## src/pvc_pkg.sv

```systemverilog
// Package for the output-control command register set: command codes, field
// positions, reset values and slew timing constants.
// Assumes a PMBus front end that hands over decoded command bytes.
package pvc_pkg;

   // Command codes seen on the byte stream.
   localparam logic [7:0] CMD_DEVICE_RESET_TRIGGER = 8'hFD;
   localparam logic [7:0] CMD_SHARED_RAIL_ADDRESS  = 8'hFA;
   localparam logic [7:0] CMD_OUTPUT_ON_MARGIN     = 8'h01;
   localparam logic [7:0] CMD_OUTPUT_FORMAT_CODE   = 8'h20;
   localparam logic [7:0] CMD_SLEW_TEMP_CONFIG     = 8'hD0;
   localparam logic [7:0] CMD_REFERENCE_SETPOINT   = 8'hD5;
   localparam logic [7:0] CMD_LOW_MARGIN_SETPOINT  = 8'hD6;
   localparam logic [7:0] CMD_HIGH_MARGIN_SETPOINT = 8'hD7;

   // Accepted control values.
   localparam logic [7:0] CTRL_OFF       = 8'h00;
   localparam logic [7:0] CTRL_ON        = 8'h80;
   localparam logic [7:0] CTRL_MARGIN_LO = 8'h98;
   localparam logic [7:0] CTRL_MARGIN_HI = 8'hA8;

   // Field positions.
   localparam int CTRL_ON_BIT      = 7;
   localparam int CTRL_MHI_BIT     = 5;
   localparam int CTRL_MLO_BIT     = 4;
   localparam int RAIL_DISABLE_BIT = 7;
   localparam int CFG_TEMP_SRC_BIT = 2;

   // Reset values and the fixed format code value.
   localparam logic [7:0] RST_CTRL          = 8'h00;
   localparam logic [7:0] RST_RAIL          = 8'h80;
   localparam logic [7:0] RST_CONFIG        = 8'h00;
   localparam logic [8:0] RST_SETPOINT      = 9'h000;
   localparam logic [7:0] OUTPUT_FORMAT_VAL = 8'h3F;

   // Slew multiplier codes.
   localparam logic [1:0] SLEW_NOMINAL = 2'h0;
   localparam logic [1:0] SLEW_SLOW    = 2'h1;
   localparam logic [1:0] SLEW_FAST    = 2'h2;

   // Reference step time at nominal rate, in ns, and its cycle count at 50 MHz.
   localparam int CLK_PERIOD_NS  = 20;
   localparam int STEP_TIME_NS   = 80000;
   localparam int STEP_CYCLES    = STEP_TIME_NS / CLK_PERIOD_NS;

   // Telemetry refresh periods in ms.
   localparam int TELEM_FAST_MS  = 40;
   localparam int TELEM_SLOW_MS  = 1000;

   // One decoded command from the front end.
   typedef struct packed {
      logic       write;
      logic       read;
      logic [7:0] code;
      logic [1:0] nbytes;
      logic [7:0] lo;
      logic [7:0] hi;
   } pvc_cmd_s;

endpackage

```

## src/pvc_regs.sv

```systemverilog
// Output-control command register set with slew-limited reference stepping.
// Assumes a front end on clk_sys delivering one pvc_cmd_s per cmd_valid pulse.
//
// Function
// RQ1 - Reset command restores all registers and faults.
// RQ2 - Reset command requests address resistor re-measure.
// RQ3 - Reset command write-only, takes 0-2 bytes.
// RQ4 - Rail address 7 bits, bit7 disables, default off.
// RQ5 - Rail read mismatch flags communication fault.
// RQ6 - Rail address takes one or two bytes.
// RQ7 - Output off keeps bus, slows telemetry 1Hz.
// RQ8 - On bit clears on run low, reset.
// RQ9 - Margin bits select margin setpoint, slewed.
// RQ10 - On toggling leaves margin setpoints untouched.
// RQ11 - Only 00, 80, 98, A8 control accepted.
// RQ12 - Control takes two bytes, second ignored.
// RQ13 - Format code reads 3F; writes fault.
// RQ14 - Config bits 1:0 pick slew multiplier.
// RQ15 - Config bit 2 picks temperature source.
// RQ16 - Config clears on reset and run cycle.
// RQ17 - Setpoint is 9-bit code, 0.1953 percent steps.
// RQ18 - Host never writes setpoint above full scale.
// RQ19 - Active setpoint change is slew limited.
// RQ20 - Setpoint resets to zero on events.
// RQ21 - Low margin setpoint same format, same reset.
// RQ22 - Reference counts toward target per step.
// RQ23 - Both margin bits set: write ignored.
// RQ24 - Word commands arrive low byte first.
`timescale 1ns/1ps

module pvc_regs #(
   parameter int STEP_CYC = pvc_pkg::STEP_CYCLES,
   parameter int FAST_MS  = pvc_pkg::TELEM_FAST_MS,
   parameter int SLOW_MS  = pvc_pkg::TELEM_SLOW_MS
) (
   // Clock and reset.
   input  wire logic             clk_sys,
   input  wire logic             reset_n,
   // Command stream from the bus front end.
   input  wire logic             cmd_valid,
   input  wire pvc_pkg::pvc_cmd_s cmd,
   input  wire logic [7:0]       rail_read_seen,
   // Run pin, synchronised inside the block.
   input  wire logic             run_pin,
   // Read data back to the front end.
   output logic [15:0]           rd_data,
   // Block state toward the analog side.
   output logic                  output_on,
   output logic [8:0]            reference_code,
   output logic                  ref_settled,
   output logic [1:0]            slew_mult,
   output logic                  temp_src_external,
   output logic                  telem_slow,
   output logic                  rail_enable,
   output logic [6:0]            rail_addr,
   output logic                  address_select_resistor_measure,
   output logic                  communication_fault,
   output logic                  faults_clear
);

   // Each command is one pvc_cmd_s under a strobe.
   // Its effects show one cycle after the strobe.
   // One command may come every cycle.
   // A run fall or the reset command clears
   // control, config and setpoints.
   // The reset command also clears the rail
   // address, the fault and the reference.
   // The reference walks one code per step.
   // A step is STEP_CYC cycles at nominal rate,
   // eight times that when slow, half when fast.
   // Margin high beats low; both together
   // are refused at the decode.
   // Words carry the low byte first.
   // Refused writes other than to the format code are silent.
   // Nothing here waits on the analog side.
   // The run pin is synchronised before use.

   ////////////////////////////////////////////////////////////////////////////
   // Run pin synchroniser and edge detection.

   logic run_meta_reg;   // First stage; only run_sync_reg reads it.
   logic run_sync_reg;   // Second stage.
   logic run_last_reg;   // Previous synchronised level.

   // Two flops bring the pin into the clock domain.
   // Reset low, so a pin idling high gives no false fall.
   always_ff @(posedge clk_sys or negedge reset_n) begin
      if (!reset_n) begin
         run_meta_reg <= 1'b0;
         run_sync_reg <= 1'b0;
         run_last_reg <= 1'b0;
      end else begin
         run_meta_reg <= run_pin;
         run_sync_reg <= run_meta_reg;
         run_last_reg <= run_sync_reg;
      end
   end

   // A falling run level is a master shutdown.
   // A rising level needs no action here.
   wire run_fall = run_last_reg & ~run_sync_reg;

   ////////////////////////////////////////////////////////////////////////////
   // Command decode.

   // Register state, declared here as the decode reads it.
   logic [7:0] ctrl_reg;   // Control byte.
   logic [7:0] rail_reg;   // Rail address and disable bit.
   logic [7:0] cfg_reg;    // Configuration byte.
   logic [8:0] nom_reg;    // Nominal setpoint.
   logic [8:0] low_reg;    // Low margin setpoint.
   logic [8:0] high_reg;   // High margin setpoint.
   logic       fault_reg;  // Sticky communication fault.
   logic       address_select_resistor_reg;   // Re-measure request pulse.
   logic       clr_reg;    // Fault clear pulse.

   // Strobe qualifiers.
   wire is_wr = cmd_valid & cmd.write;
   wire is_rd = cmd_valid & cmd.read;

   // Reset command: any byte count up to two, bytes discarded. [RQ3]
   wire wr_reset  = is_wr & (cmd.code == pvc_pkg::CMD_DEVICE_RESET_TRIGGER);
   // Rail address with one or two bytes, second ignored. [RQ6]
   wire wr_rail   = is_wr & (cmd.code == pvc_pkg::CMD_SHARED_RAIL_ADDRESS)
                    & (cmd.nbytes != 2'h0);
   // Control byte; the second byte of a two-byte write is ignored. [RQ12]
   wire ctrl_hit  = is_wr & (cmd.code == pvc_pkg::CMD_OUTPUT_ON_MARGIN)
                    & (cmd.nbytes != 2'h0);
   // Only the four listed values are legal. [RQ11]
   wire ctrl_ok   = (cmd.lo == pvc_pkg::CTRL_OFF) | (cmd.lo == pvc_pkg::CTRL_ON)
                    | (cmd.lo == pvc_pkg::CTRL_MARGIN_LO)
                    | (cmd.lo == pvc_pkg::CTRL_MARGIN_HI);
   // Both margin bits at once is illegal and dropped. [RQ23]
   wire both_mrg  = cmd.lo[pvc_pkg::CTRL_MHI_BIT] & cmd.lo[pvc_pkg::CTRL_MLO_BIT];
   wire wr_ctrl   = ctrl_hit & ctrl_ok & ~both_mrg;
   // Config byte; slew code 11b is illegal. [RQ14]
   wire wr_cfg    = is_wr & (cmd.code == pvc_pkg::CMD_SLEW_TEMP_CONFIG)
                    & (cmd.nbytes != 2'h0) & (cmd.lo[1:0] != 2'h3);
   // Words are taken low byte first. [RQ24]
   wire wr_nom    = is_wr & (cmd.code == pvc_pkg::CMD_REFERENCE_SETPOINT)
                    & (cmd.nbytes == 2'h2);
   // Margin setpoints share the word format. [RQ21]
   wire wr_low    = is_wr & (cmd.code == pvc_pkg::CMD_LOW_MARGIN_SETPOINT)
                    & (cmd.nbytes == 2'h2);
   wire wr_high   = is_wr & (cmd.code == pvc_pkg::CMD_HIGH_MARGIN_SETPOINT)
                    & (cmd.nbytes == 2'h2);
   // Writing the format code is a fault. [RQ13]
   wire wr_fmt    = is_wr & (cmd.code == pvc_pkg::CMD_OUTPUT_FORMAT_CODE);
   // A rail read that came back different is contention. [RQ5]
   wire rail_clash = is_rd & (cmd.code == pvc_pkg::CMD_SHARED_RAIL_ADDRESS)
                     & (rail_read_seen != rail_reg);
   // Either event raises the sticky fault.
   wire fault_evt  = wr_fmt | rail_clash;

   // Run fall or reset command both restore the run-cycle registers.
   wire soft_clr = wr_reset | run_fall;

   ////////////////////////////////////////////////////////////////////////////
   // Registers.

   // Control register: on bit cleared by reset command or run fall. [RQ8]
   // A refused value leaves the byte as it was.
   always_ff @(posedge clk_sys or negedge reset_n) begin
      if (!reset_n) begin
         ctrl_reg <= pvc_pkg::RST_CTRL;
      end else if (soft_clr) begin
         ctrl_reg <= pvc_pkg::RST_CTRL;  // [RQ1] [RQ8]
      end else if (wr_ctrl) begin
         ctrl_reg <= cmd.lo;             // [RQ11]
      end
   end

   // Rail address register, disabled by default. [RQ4]
   // A run fall leaves it; only the reset command clears it.
   // Bit 7 high keeps the shared address silent.
   always_ff @(posedge clk_sys or negedge reset_n) begin
      if (!reset_n) begin
         rail_reg <= pvc_pkg::RST_RAIL;
      end else if (wr_reset) begin
         rail_reg <= pvc_pkg::RST_RAIL;  // [RQ1]
      end else if (wr_rail) begin
         rail_reg <= cmd.lo;             // [RQ4] [RQ6]
      end
   end

   // Configuration register; illegal slew code 11b is refused. [RQ14] [RQ16]
   // Bits 1:0 slew multiplier, bit 2 temperature source.
   always_ff @(posedge clk_sys or negedge reset_n) begin
      if (!reset_n) begin
         cfg_reg <= pvc_pkg::RST_CONFIG;
      end else if (soft_clr) begin
         cfg_reg <= pvc_pkg::RST_CONFIG; // [RQ16]
      end else if (wr_cfg) begin
         cfg_reg <= cmd.lo;
      end
   end

   // Setpoints: 9-bit codes from low byte plus bit 0 of high byte. [RQ17] [RQ21]
   // Output on/off does not touch them. [RQ10]
   // Bits 15:9 of a word are dropped.
   always_ff @(posedge clk_sys or negedge reset_n) begin
      if (!reset_n) begin
         nom_reg  <= pvc_pkg::RST_SETPOINT;
         low_reg  <= pvc_pkg::RST_SETPOINT;
         high_reg <= pvc_pkg::RST_SETPOINT;
      end else if (soft_clr) begin
         nom_reg  <= pvc_pkg::RST_SETPOINT; // [RQ20]
         low_reg  <= pvc_pkg::RST_SETPOINT; // [RQ21]
         high_reg <= pvc_pkg::RST_SETPOINT;
      end else begin
         // At most one setpoint per command.
         if (wr_nom) begin
            nom_reg <= {cmd.hi[0], cmd.lo};  // [RQ24]
         end
         if (wr_low) begin
            low_reg <= {cmd.hi[0], cmd.lo};
         end
         if (wr_high) begin
            high_reg <= {cmd.hi[0], cmd.lo};
         end
      end
   end

   // Communication fault: set beats the reset-command clear. [RQ5] [RQ13]
   // Only a reset clears it.
   // It stays set across run falls.
   always_ff @(posedge clk_sys or negedge reset_n) begin
      if (!reset_n) begin
         fault_reg <= 1'b0;
      end else if (fault_evt) begin
         fault_reg <= 1'b1;
      end else if (wr_reset) begin
         fault_reg <= 1'b0;              // [RQ1]
      end
   end

   // Reset command pulses address re-measure and fault clear. [RQ2] [RQ1]
   // Power-on reset leaves one re-measure request too.
   // A lone reset command gives each pulse for one cycle; the power-on request holds through reset and one cycle after.
   always_ff @(posedge clk_sys or negedge reset_n) begin
      if (!reset_n) begin
         address_select_resistor_reg <= 1'b1;
         clr_reg  <= 1'b0;
      end else begin
         address_select_resistor_reg <= wr_reset;           // [RQ2]
         clr_reg  <= wr_reset;
      end
   end

   ////////////////////////////////////////////////////////////////////////////
   // Reference target selection and slew stepping.

   wire on_now = ctrl_reg[pvc_pkg::CTRL_ON_BIT];
   // Margin bit picks its setpoint; off targets zero. [RQ9]
   // The setpoints are kept while off. [RQ10]
   // High is tested first; both set is refused.
   wire [8:0] target = !on_now ? pvc_pkg::RST_SETPOINT :
                       ctrl_reg[pvc_pkg::CTRL_MHI_BIT] ? high_reg :
                       ctrl_reg[pvc_pkg::CTRL_MLO_BIT] ? low_reg : nom_reg;

   // Step period scaled by the multiplier. [RQ14] [RQ19]
   // Slow steps are eight times longer, fast ones half.
   wire [19:0] step_len = (cfg_reg[1:0] == pvc_pkg::SLEW_SLOW) ? 20'(STEP_CYC * 8) :
                          (cfg_reg[1:0] == pvc_pkg::SLEW_FAST) ? 20'(STEP_CYC / 2) :
                          20'(STEP_CYC);

   // Present reference and cycles spent in this step.
   logic [8:0]  ref_reg;
   logic [19:0] step_cnt_reg;

   // Count one code per step toward the target. [RQ22] [RQ19]
   // The reset command snaps it to zero without slewing.
   always_ff @(posedge clk_sys or negedge reset_n) begin
      if (!reset_n) begin
         ref_reg      <= pvc_pkg::RST_SETPOINT;
         step_cnt_reg <= 20'h00000;
      end else if (wr_reset) begin
         ref_reg      <= pvc_pkg::RST_SETPOINT;
         step_cnt_reg <= 20'h00000;
      end else if (ref_reg == target) begin
         // Settled: keep the step counter clear.
         step_cnt_reg <= 20'h00000;
      end else if (step_cnt_reg + 20'h00001 >= step_len) begin
         // Step period done: move one code.
         step_cnt_reg <= 20'h00000;
         ref_reg      <= (ref_reg < target) ? ref_reg + 9'h001 : ref_reg - 9'h001;
      end else begin
         step_cnt_reg <= step_cnt_reg + 20'h00001;
      end
   end

   ////////////////////////////////////////////////////////////////////////////
   // Read mux, registered.

   logic [15:0] rd_next;

   // Selects read data by command code.
   // Write-only and unknown codes read as zero.
   // Only a read strobe loads the result.
   always_comb begin
      rd_next = 16'h0000;
      unique case (cmd.code)
         pvc_pkg::CMD_SHARED_RAIL_ADDRESS:  rd_next = {8'h00, rail_reg};
         pvc_pkg::CMD_OUTPUT_ON_MARGIN:     rd_next = {8'h00, ctrl_reg};
         pvc_pkg::CMD_OUTPUT_FORMAT_CODE:   rd_next = {8'h00, pvc_pkg::OUTPUT_FORMAT_VAL};
         pvc_pkg::CMD_SLEW_TEMP_CONFIG:     rd_next = {8'h00, cfg_reg};
         pvc_pkg::CMD_REFERENCE_SETPOINT:   rd_next = {7'h00, nom_reg};
         pvc_pkg::CMD_LOW_MARGIN_SETPOINT:  rd_next = {7'h00, low_reg};
         pvc_pkg::CMD_HIGH_MARGIN_SETPOINT: rd_next = {7'h00, high_reg};
         default:                           rd_next = 16'h0000;
      endcase
   end

   logic [15:0] rd_reg;

   // Captures read data on a read request; format code always 3F. [RQ13]
   // Between reads the last data stands.
   always_ff @(posedge clk_sys or negedge reset_n) begin
      if (!reset_n) begin
         rd_reg <= 16'h0000;
      end else if (is_rd) begin
         rd_reg <= rd_next;
      end
   end

   ////////////////////////////////////////////////////////////////////////////
   // Outputs.

   // Read data.
   assign rd_data             = rd_reg;
   // State toward the analog side.
   assign output_on           = on_now;
   assign reference_code      = ref_reg;
   assign ref_settled         = (ref_reg == target);
   assign slew_mult           = cfg_reg[1:0];                       // [RQ14]
   assign temp_src_external   = cfg_reg[pvc_pkg::CFG_TEMP_SRC_BIT]; // [RQ15]
   assign telem_slow          = ~on_now;                            // [RQ7]
   assign rail_enable         = ~rail_reg[pvc_pkg::RAIL_DISABLE_BIT]; // [RQ4]
   assign rail_addr           = rail_reg[6:0];
   // Pulses and flags.
   assign address_select_resistor_measure        = address_select_resistor_reg;
   assign communication_fault = fault_reg;
   assign faults_clear        = clr_reg;

endmodule

```

## config.mk

```make
export PLATFORM = sky130hd
export DESIGN_NAME = pvc_regs
export DESIGN_NICKNAME = d
export VERILOG_FILES = /design/src/pvc_pkg.sv /design/src/pvc_regs.sv
export SDC_FILE = /design/constraint.sdc
export NUM_CORES = 1
export LEC_CHECK = 0
export BUFFER_PORTS_ARGS = -buffer_cell sky130_fd_sc_hd__buf_2
export CAP_MARGIN = 20
export CORE_AREA = 4 4 109 111
export CTS_CLUSTER_SIZE = 14
export DETAILED_ROUTE_END_ITERATION = 12
export DIE_AREA = 0 0 113 115
export PLACE_DENSITY = 0.87
export SYNTH_ARGS = -nofsm -noshare
export SYNTH_HDL_FRONTEND = slang
export SYNTH_SLANG_ARGS = --single-unit
```

## constraint.sdc

```tcl
create_clock -name clk_sys -period 3.61 [get_ports clk_sys]
set_input_delay 0.5415 -clock clk_sys [delete_from_list [all_inputs] [get_ports clk_sys]]
set_output_delay 0.5415 -clock clk_sys [all_outputs]
set_load 0.01 [all_outputs]
```

==> results of run 1 <==
-- layout make-up --
type | instances | area share
clock inverters | 6 | 0.00821
repair buffers | 100 | 0.0939
well taps | 140 | 0.0267
multi-input cells | 430 | 0.476
clock buffers | 10 | 0.0210
flip-flops and latches | 95 | 0.364
inverters | 18 | 0.0107
-- metal layers --
metal	global-route usage	vias up	part of all wire
met1	0.269	2318	0.40
met2	0.356	192	0.50
met4	0.0745	2	0.027
met3	0.0479	42	0.065
met5	0	-	0.00049
li1	-	2154	-
-- per-stage QoR --
step	setup WS, ns	hold slack [ns]
6_report	-0.122	0.282
3_3_place_gp	-0.0808	0.335
2_1_floorplan	0.0480	0.246
3_5_place_dp	-0.217	0.341
5_1_grt	-0.256	0.260
4_1_cts	0.00279	0.269
-- worst register-to-register path, stage by stage, from the launching register on --
cell and delay, ns:
dfrtp_2 0.50, mux2i_1 0.14, o21ai_0 0.23, nand2_1 0.11, ha_1 0.33, and4_1 0.26, nand2_1 0.13, a21o_1 0.21
and2_4 0.16, buf_6 0.11, fa_2 0.38, nor2b_4 0.13, o2111ai_2 0.16, a31oi_2 0.26, nand3_1 0.10, a21o_1 0.22
a2bb2oi_2 0.13, o22ai_1 0.07
-- cell usage in the layout (no fill, tap or decap), types with 10 or more instances in the layout --
cell type	count
dfrtp_1	91
nor2_1	71
buf_2	66
mux2i_1	50
nand2_1	49
buf_4	30
ha_1	23
o21ai_0	22
inv_1	17
xnor2_1	16
xor2_1	13
nand3_1	13
a21oi_1	12
conb_1	12
a22oi_1	10
clkbuf_8	10
-- report_power, final --
part / total, mW / internal [mW] / switching, mW
Clock: 0.678 / 0.280 / 0.398
Sequential: 1.26 / 1.15 / 0.104
Combinational: 1.79 / 0.923 / 0.866
Total: 3.72 / 2.35 / 1.37
-- logic make-up after synthesis --
kind of cell,count (synthesis)
xor+xnor,29
mux,59
other cells,1
fa+ha+maj,30
buf+inv,58
flops,95
compound gates,100
simple gates,200
-- repair_timing --
action | in CTS | in global routing
hold buffers | 0 | 1
gates resized for setup | 12 | 21
buffers inserted | 0 | 2
setup endpoints to repair | 3 | 10
endpoints found under the hold margin | 0 | 5
pin swaps | 3 | 17
cloned | 0 | 0
-- final timing paths --
path | from | endpoint | slack [ns] | cells past startpoint
worst max-delay path | ctrl_reg[4]$_DFFE_PN0P_ | reference_code[8]$_DFFE_PN0P_ | -0.12 | 17
worst min-delay path | run_pin | run_meta_reg$_DFF_PN0_ | 0.28 | 1
worst max register to register | ctrl_reg[4]$_DFFE_PN0P_ | reference_code[8]$_DFFE_PN0P_ | -0.12 | 17
worst min register to register | run_meta_reg$_DFF_PN0_ | run_sync_reg$_DFF_PN0_ | 0.36 | 0
max in group asynchronous | reset_n | step_cnt_reg[3]$_DFF_PN0_ | 2.23 | 4
min in group asynchronous | reset_n | ctrl_reg[2]$_DFFE_PN0P_ | 0.53 | 2
==> metrics.yaml, run 1 <==
outcome:
  status: "finished, violations left"
  violations: "negative setup slack"
cells_and_area:
  layout.nets: 724
  register_area_um2: 2380
  largest_reg_flops: 20
  drive_above_1_share: 0.255
  areaGrowthSynthToFinish_pct: 17.3
  postLayoutCellArea_um2: 6550
  multi_input_area_um2: 3120
  final_core_util: 0.607
  fill_cells: 806
  antenna-diode-count: 0
  final_cells: 799
sta:
  finalCritPeriodShare: 1.03
  setup_ws_ns: -0.122
  drv_slew: 0
  rsz0062_at_grt: "true"
  min_period_ns: 3.73
  setup_violations: 1
  finalHoldViolCount: 0
  skew_ns: 0.0142
  fmax_ghz: 0.268
  setup-tns-final_ns: -0.122
  slew_headroom: 0.438
  tightest_slew_ns: 0.841
placed_design:
  place_inst: 779
  gp_congestion: 0.897
  hpwl_um: 10000
  place_area_um2: 6150
  portBuffers: 67
logic_synthesis:
  synth_flop_cell: "dfrtp_1"
  ys_top_cells_by_count: "93 x dfrtp_1, 71 x nor2_1, 50 x mux2i_1, 49 x nand2_1, 29 x ha_1"
  synth.area.top_cells: "dfrtp_1 42%, mux2i_1 9.0%, ha_1 6.5%"
  yosys.area_share.simple: 0.175
  yosysTopAreaCell: "dfrtp_1"
  yosysWarningCount: 0
  synth_area_per_cell_um2: 9.76
  synth_compound_area_frac: 0.125
  synth_fa_ha_area_frac: 0.0686
  synth_most_common_cell: "dfrtp_1"
  seq_area_frac_synth: 0.426
  yosys_register_bits: 95
  synth_cells: 572
  synth.area.mux_share: 0.108
  async_reset_ff_frac: 1.00
  synth_xor_area_frac: 0.0455
  synth_top_area_frac: 0.417
  synth_cell_type_count: 62
  synth_top_family_by_area: "simple AND/OR/NAND/NOR gates"
  synthesis.area_um2: 5580
  synth_edf_count: 0
critical_path:
  slowest_stage: "dfrtp_2"
  critPathKind: "reg -> reg"
  path_cells: "mux2i_1, o21ai_0, nand2_1, ha_1, and4_1, nand2_1, a21o_1, and2_4, buf_6, fa_2, nor2b_4, o2111ai_2, a31oi_2, nand3_1, a21o_1, a2bb2oi_2, o22ai_1"
  required_ns: 3.86
  start_kind: "flip-flop"
  critPathBufInv: 1
  cp_top_family: "compound AO/OA/AOI/OAI gates"
  critPathMaxFanout: 7
  endpoint_kind: "flip-flop"
  slowest_delay_ns: 0.50
  arrival_ns: 3.98
floorplan:
  start_util: 0.517
  die_h_um: 115
  pin_count: 82
  core_um2: 10800
  num_rows: 38
  dieArea_um2: 13000
  die_x_um: 113
global_routing:
  grt-ovfl-total: 0
  grtUsageTotal: 0.211
  grt_pass1_vias: 4666
  grt_max_degree: 82
  antenna_found_initial: 1
  grt_pass1_wl_um: 22400
cts:
  clk_path_buf_depth: 2
  cts_buffers: 9
  clkTransAtPathRegs_ns: 0.09
  cts_tree: "built"
  clock_latency_ns: 0.37
  htree_levels: 3
  clock-root-buffer: "clkbuf_8"
  cts_sinks: 95
detailed_routing:
  post_drt_via_cell_ratio: 5.89
  via_count: 4708
  dr.pass1.iters: 5
  drtIter0Drc: 408
  avgRoutedWirePerCell_um: 17.9
  drc: 0
  antenna_left: 0
  drt-total-wl_um: 14300
worst_hold_path:
  hold_path_class: "in -> reg"
pwr:
  power_density_nw_per_um2: 568
  p_total_mw: 3.72
  ir_drop_mv: 0.397
  p_leak_nw: 2.90
job:
  drv_cap: 0
Note: power is estimated with default switching activity, not from simulation.
==> run 2, diff against run 1 <==
--- a/config.mk
+++ b/config.mk
@@ -7,10 +7,10 @@
 export LEC_CHECK = 0
 export BUFFER_PORTS_ARGS = -buffer_cell sky130_fd_sc_hd__buf_2
 export CAP_MARGIN = 20
-export CORE_AREA = 4 4 109 111
+export CORE_AREA = 2 2 107 109
 export CTS_CLUSTER_SIZE = 14
 export DETAILED_ROUTE_END_ITERATION = 12
-export DIE_AREA = 0 0 113 115
+export DIE_AREA = 0 0 109 111
 export PLACE_DENSITY = 0.87
 export SYNTH_ARGS = -nofsm -noshare
 export SYNTH_HDL_FRONTEND = slang
==> run 2 against run 1 <==
Compared with the run above: the run now ends clean; die area is 6.9% lower; worst hold slack better by 0.020 ns; sequential share of layout area is 0.51 points lower; critical path depth is 1 higher; count of clock-buffer cells in the layout is 1 lower; sequential power hardly changed; clock power is 32% higher; cell area is 1.4% higher; core utilization is 0.71 points lower; first-iteration DRC count is 0.25% higher; fmax is 4.6% higher; critical endpoint unchanged; highest routed layer is now met4.
==> metrics.yaml, run 2 (synthesized netlist as in run 1, its figures left out) <==
cells_and_area:
  postLayoutCellArea_um2: 6650  # +1.4%
  layout_common_cells: "91 x dfrtp_1, 71 x nor2_1, 66 x buf_2"
  final_core_util: 0.600  # -0.00710
  mostFrequentLayoutCell: "dfrtp_1"
  layout.nets: 727  # +0.41%
  antenna-diode-count: 0  # unchanged
  areaGrowthSynthToFinish_pct: 19.0
  final_cells: 805  # +0.75%
  largest_reg_flops: 20  # unchanged
  drive_above_1_share: 0.255  # +0.000355
critical_path:
  start_kind: "flip-flop"
  slowest_delay_ns: 0.50  # about the same
  crit_top_cell: "a21o_1"
  critPathKind: "reg -> reg"
  required_ns: 3.83  # -0.03 ns
  critPathMaxFanout: 8  # +1
  arrival_ns: 3.79  # -0.19 ns
  r2r-start: "ctrl_reg[4]$_DFFE_PN0P_"
  crit_start: "ctrl_reg[4]$_DFFE_PN0P_"
  path_cells: "buf_6, mux2i_1, o21ai_1, nand2_1, ha_4, nor2b_4, o211ai_1, a21o_1, and2_4, inv_4, ha_1, and3_1, a21oi_2, a31oi_4, a21o_1, a21o_1, a2bb2oi_1, o22ai_1"
  endpoint_kind: "flip-flop"
  slowest_stage: "dfrtp_2"
pwr:
  switching_share: 0.365  # -0.00231
  ir_drop_mv: 0.467  # +18%
  p_total_mw: 4.06  # +9.1%
  combPwrFrac: 0.470  # -0.010
  p_leak_nw: 2.95  # +1.5%
  clockPowerShare: 0.221  # +0.039
  p_seq_frac: 0.309  # -0.028
  power_density_nw_per_um2: 611  # +7.5%
  p_int_mw: 2.58  # +9.5%
  switchingPower_mw: 1.48  # +8.4%
job:
  drv_cap: 0  # unchanged
global_routing:
  grt_pass1_wl_um: 23800  # +6.1%
  grt_pass1_vias: 4912  # +5.3%
  grt_max_degree: 77  # -6.1%
  antenna_found_initial: 0  # -1
  grt-ovfl-total: 0  # unchanged
  grtUsageTotal: 0.248  # +0.0366
cts:
  cts_buffers: 9  # unchanged
  cts_hold_buf: 0  # unchanged
  htree_levels: 3  # unchanged
  cts_sinks: 95  # unchanged
  clkTransAtPathRegs_ns: 0.07  # -0.02 ns
  clock_latency_ns: 0.34  # -0.03 ns
  clk_path_buf_depth: 2  # unchanged
  clock-root-buffer: "clkbuf_16"
  cts_tree: "built"
detailed_routing:
  dr.pass1.iters: 5  # unchanged
  drc: 0  # unchanged
  post_drt_via_cell_ratio: 6.02  # +2.2%
  drtIter0Drc: 409  # +0.25%
  antenna_left: 0  # unchanged
  via_count: 4846  # +2.9%
  avgRoutedWirePerCell_um: 18.5  # +3.6%
  drt-total-wl_um: 14900  # +4.4%
sta:
  finalCritPeriodShare: 0.989  # -0.0451
  slew_headroom: 0.374  # -0.0637
  skew_ns: 0.0113  # -0.00286 ns
  finalHoldViolCount: 0  # unchanged
  fmax_ghz: 0.280  # +4.6%
  min_period_ns: 3.57  # -0.163 ns
  setup_violations: 0  # -1
  drv_slew: 0  # unchanged
  setup-tns-final_ns: 0  # +0.122 ns
  tightest_slew_ns: 0.939  # +0.0973 ns
floorplan:
  die_h_um: 111  # -3.5%
  start_util: 0.504  # -0.0133
  die_x_um: 109  # -3.5%
  core_um2: 11100  # +2.6%
  num_rows: 39  # +2.6%
  pin_count: 82  # unchanged
  dieArea_um2: 12100  # -6.9%
worst_hold_path:
  worstHoldStart: "run_pin"
  hold_path_class: "in -> reg"
placed_design:
  hpwl_um: 10200  # +1.5%
  gp_congestion: 0.883  # -1.5%
  place_area_um2: 6140  # about the same
  portBuffers: 67  # unchanged
  place_inst: 781  # +0.26%
outcome:
  status: "complete, no violations"
==> run 2: path summary, 6_finish.rpt <==
| check | cells after the start | end | slack [ns] |
|---|---|---|---|
| min | 1 | run_meta_reg$_DFF_PN0_ | 0.30 |
| max reg2reg | 18 | reference_code[8]$_DFFE_PN0P_ | 0.04 |
| max | 18 | reference_code[8]$_DFFE_PN0P_ | 0.04 |
| min in group asynchronous | 1 | run_meta_reg$_DFF_PN0_ | 0.34 |
| min reg2reg | 0 | run_sync_reg$_DFF_PN0_ | 0.35 |
| max in group asynchronous | 2 | run_last_reg$_DFF_PN0_ | 2.49 |
==> run 2: metrics by stage <==
step / setup WS, ns / hold slack (ns)
after floorplan: 0.0480 / 0.246
after global placement: -0.113 / 0.336
after detailed placement: -0.263 / 0.338
after CTS: 0.0242 / 0.298
after global routing: -0.0684 / 0.299
final: 0.0404 / 0.303
==> run 2: per-layer routing <==
layer | up-vias | routed length, µm | GRT usage
met4 | 0 | 556 | 0.131
met1 | 2394 | 5710 | 0.304
met5 | - | 0 | 0
li1 | 2159 | - | -
met2 | 234 | 7610 | 0.417
met3 | 59 | 1030 | 0.0370
==> run 2: cell type report <==
class,count,area (µm²)
Timing Repair Buffer,103,612
Clock inverter,7,53.8
Tap cell,143,179
Fill cell,828,4430
Clock buffer,9,225
Inverter,18,70.1
Sequential cell,95,2380
Multi-Input combinational cell,430,3120
==> run 2: timing repair <==
action / 4_1_cts / 5_1_grt
resized for setup: 14 / 21
endpoints found under the setup margin: 3 / 5
pin swaps: 12 / 11
buffers inserted: 4 / 5
==> run 2: critical path, delay by kind of cell (launching register included) <==
kind	cells	cell delay [ns]
compound gates	9	1.42
fa+ha+maj	2	0.58
buf+inv	2	0.23
flops	1	0.50
mux	1	0.11
simple gates	4	0.61
==> run 2: power by group through the flow <==
stage / registers, mW / logic (mW) / clock network [mW]
floorplan: 1.26 / 0.876 / 0
detailed placement: 1.26 / 1.44 / 0
CTS: 1.24 / 1.56 / 0.906
global route: 1.26 / 2.05 / 0.952
global placement: 1.26 / 1.32 / 0
finish: 1.26 / 1.91 / 0.898
==> run 3, diff against run 2 <==
--- a/config.mk
+++ b/config.mk
@@ -12,6 +12,9 @@
 export DETAILED_ROUTE_END_ITERATION = 12
 export DIE_AREA = 0 0 109 111
 export PLACE_DENSITY = 0.87
+export RECOVER_POWER = 100
+export REMOVE_ABC_BUFFERS = 1
 export SYNTH_ARGS = -nofsm -noshare
 export SYNTH_HDL_FRONTEND = slang
 export SYNTH_SLANG_ARGS = --single-unit
+export TNS_END_PERCENT = 5
==> run 3 against run 2 <==
Compared with the run above: the run now ends with negative setup slack left; sequential power is essentially flat; worst hold slack got worse by 0.012 ns; count of clock-buffer cells in the layout is the same; largest power group unchanged; highest routed layer unchanged.
==> metrics.yaml, run 3 (synthesized netlist as in run 1, its figures left out) <==
outcome:
  status: "finished, violations left"
  violations: "negative setup slack"
sta:
  min_period_ns: 3.63  # +0.0627 ns
  setup_violations: 1  # +1
  finalCritPeriodShare: 1.01  # +0.0174
  drv_slew: 0  # unchanged
  skew_ns: 0.0105  # -0.000790 ns
  rsz0062_at_grt: "true"
  slew_headroom: 0.0483  # -0.326
  finalHoldViolCount: 0  # unchanged
  tightest_slew_ns: 1.43  # +0.489 ns
  fmax_ghz: 0.275  # -1.7%
  setup_ws_ns: -0.0222  # -0.0627 ns
  setup-tns-final_ns: -0.0222  # -0.0222 ns
cells_and_area:
  mostFrequentLayoutCell: "dfrtp_1"
  register_area_um2: 2380  # unchanged
  multi_input_area_um2: 3110  # -0.40%
  largest_reg_flops: 20  # unchanged
  fill_cells: 842  # +1.7%
  final_core_util: 0.596  # -0.00441
  layout.nets: 726  # -0.14%
  drive_above_1_share: 0.203  # -0.0526
  areaGrowthSynthToFinish_pct: 18.1
  antenna-diode-count: 0  # unchanged
  layout_common_cells: "91 x dfrtp_1, 71 x nor2_1, 50 x mux2i_1"
detailed_routing:
  avgRoutedWirePerCell_um: 17.9  # -3.2%
  drc: 0  # unchanged
  antenna_left: 0  # unchanged
  post_drt_via_cell_ratio: 5.93  # -1.5%
  drtIter0Drc: 362  # -11%
  dr.pass1.iters: 5  # unchanged
  drt-total-wl_um: 14400  # -3.3%
  via_count: 4767  # -1.6%
global_routing:
  antenna_found_initial: 0  # unchanged
  grt_pass1_wl_um: 22800  # -4.2%
  grt-ovfl-total: 0  # unchanged
  grt_pass1_vias: 4833  # -1.6%
  grt_max_degree: 59  # -23%
  grtUsageTotal: 0.239  # -0.00879
placed_design:
  portBuffers: 67  # unchanged
  hpwl_um: 9980  # -2.2%
  gp_congestion: 0.843  # -4.5%
critical_path:
  start_kind: "flip-flop"
  reg2reg_depth: 18  # unchanged
  r2r-start: "ctrl_reg[4]$_DFFE_PN0P_"
  critPathMaxFanout: 7  # -1
  endpoint_kind: "flip-flop"
  r2r_slack_ns: -0.02  # -0.06 ns
  arrival_ns: 3.86  # +0.07 ns
  r2r_end: "reference_code[8]$_DFFE_PN0P_"
  required_ns: 3.83  # about the same
  critPathKind: "reg -> reg"
pwr:
  switching_share: 0.364  # -0.00160
  p_seq_frac: 0.314  # +0.005
  p_int_mw: 2.53  # -1.7%
  clockPowerShare: 0.238  # +0.017
  switchingPower_mw: 1.45  # -2.4%
  p_leak_nw: 2.83  # -3.8%
  combPwrFrac: 0.448  # -0.022
  power_density_nw_per_um2: 603  # -1.3%
  ir_drop_mv: 0.476  # +1.8%
worst_hold_path:
  min_to: "run_meta_reg$_DFF_PN0_"
  hold_path_depth: 1  # unchanged
  hold_path_class: "in -> reg"
  worstHoldStart: "run_pin"
cts:
  clock-root-buffer: "clkbuf_16"
  cts_tree: "built"
  clock_latency_ns: 0.35  # about the same
  clk_path_buf_depth: 2  # unchanged
  cts_sinks: 95  # unchanged
  htree_levels: 3  # unchanged
  cts_buffers: 9  # unchanged
  clkTransAtPathRegs_ns: 0.08  # about the same
floorplan:
  dieArea_um2: 12100  # unchanged
  pin_count: 82  # unchanged
  die_h_um: 111  # unchanged
  num_rows: 39  # unchanged
  start_util: 0.504  # unchanged
  core_um2: 11100  # unchanged
  die_x_um: 109  # unchanged
job:
  drv_cap: 0  # unchanged
-- run 3: stage by stage --
stage	hold slack, ns	area (µm²)	setup slack [ns]	cells	power [mW]
2_1_floorplan	0.246	5410	0.0222	543	2.12
3_3_place_gp	0.335	6130	-0.0717	780	2.55
3_5_place_dp	0.340	6130	-0.321	780	2.65
4_1_cts	0.276	6490	0.00104	797	3.71
5_1_grt	0.292	6600	-0.132	804	4.21
6_report	0.291	6600	-0.0222	804	3.98
-- run 3: area by class of cell --
cell class                 count  share of cell area
clock buffer                   9              0.0341
clock inverter                 7              0.0112
inverter                      18              0.0102
multi-input combinational    430               0.472
sequential                    95               0.361
tap                          143              0.0271
timing repair buffer         102              0.0846
-- run 3: critical path: stages, from the launching register on --
cell and delay (ns):
dfrtp_2 0.48, buf_6 0.14, mux2i_1 0.10, o21ai_1 0.17, nand2_1 0.12, ha_4 0.29, and4_4 0.25, nand2_4 0.06
a21o_1 0.19, and2_4 0.18, buf_6 0.11, fa_2 0.38, nor2b_4 0.15, o2111ai_4 0.16, a31oi_4 0.21, nand3_1 0.09
a21o_1 0.22, a2bb2oi_2 0.13, o22ai_1 0.08
-- run 3: repair_timing --
item,CTS,global route
resized for setup,18,15
hold buffers,0,0
endpoints found under the setup margin,4,9
setup buffers,1,6
pin swaps,3,18
gates cloned,0,0
-- run 3: worst max path at each step --
stage	from	depth (start not counted)	slack, ns	to
floorplan	ctrl_reg[4]$_DFFE_PN0P_	17	0.02	reference_code[8]$_DFFE_PN0P_
global placement	ctrl_reg[4]$_DFFE_PN0P_	17	-0.07	reference_code[8]$_DFFE_PN0P_
detailed placement	ctrl_reg[4]$_DFFE_PN0P_	16	-0.32	reference_code[8]$_DFFE_PN0P_
CTS	ctrl_reg[4]$_DFFE_PN0P_	17	0.001	reference_code[8]$_DFFE_PN0P_
global route	ctrl_reg[4]$_DFFE_PN0P_	18	-0.13	reference_code[8]$_DFFE_PN0P_
finish	ctrl_reg[4]$_DFFE_PN0P_	18	-0.02	reference_code[8]$_DFFE_PN0P_
-- run 3: metal layers --
| metal | part of all wire | vias to the layer above | wire [µm] | global-route usage |
|---|---|---|---|---|
| li1 | - | 2159 | - | - |
| met1 | 0.38 | 2323 | 5520 | 0.286 |
| met2 | 0.51 | 222 | 7370 | 0.404 |
| met3 | 0.062 | 63 | 893 | 0.0464 |
| met4 | 0.044 | 0 | 628 | 0.122 |
| met5 | 0 | - | 0 | 0 |
-- run 3: power by group through the flow --
stage | registers (mW) | logic, mW | clock network (mW)
3_5_place_dp | 1.26 | 1.39 | 0
4_1_cts | 1.24 | 1.52 | 0.953
5_1_grt | 1.26 | 1.95 | 1.00
3_3_place_gp | 1.25 | 1.30 | 0
2_1_floorplan | 1.26 | 0.857 | 0
6_report | 1.25 | 1.78 | 0.949
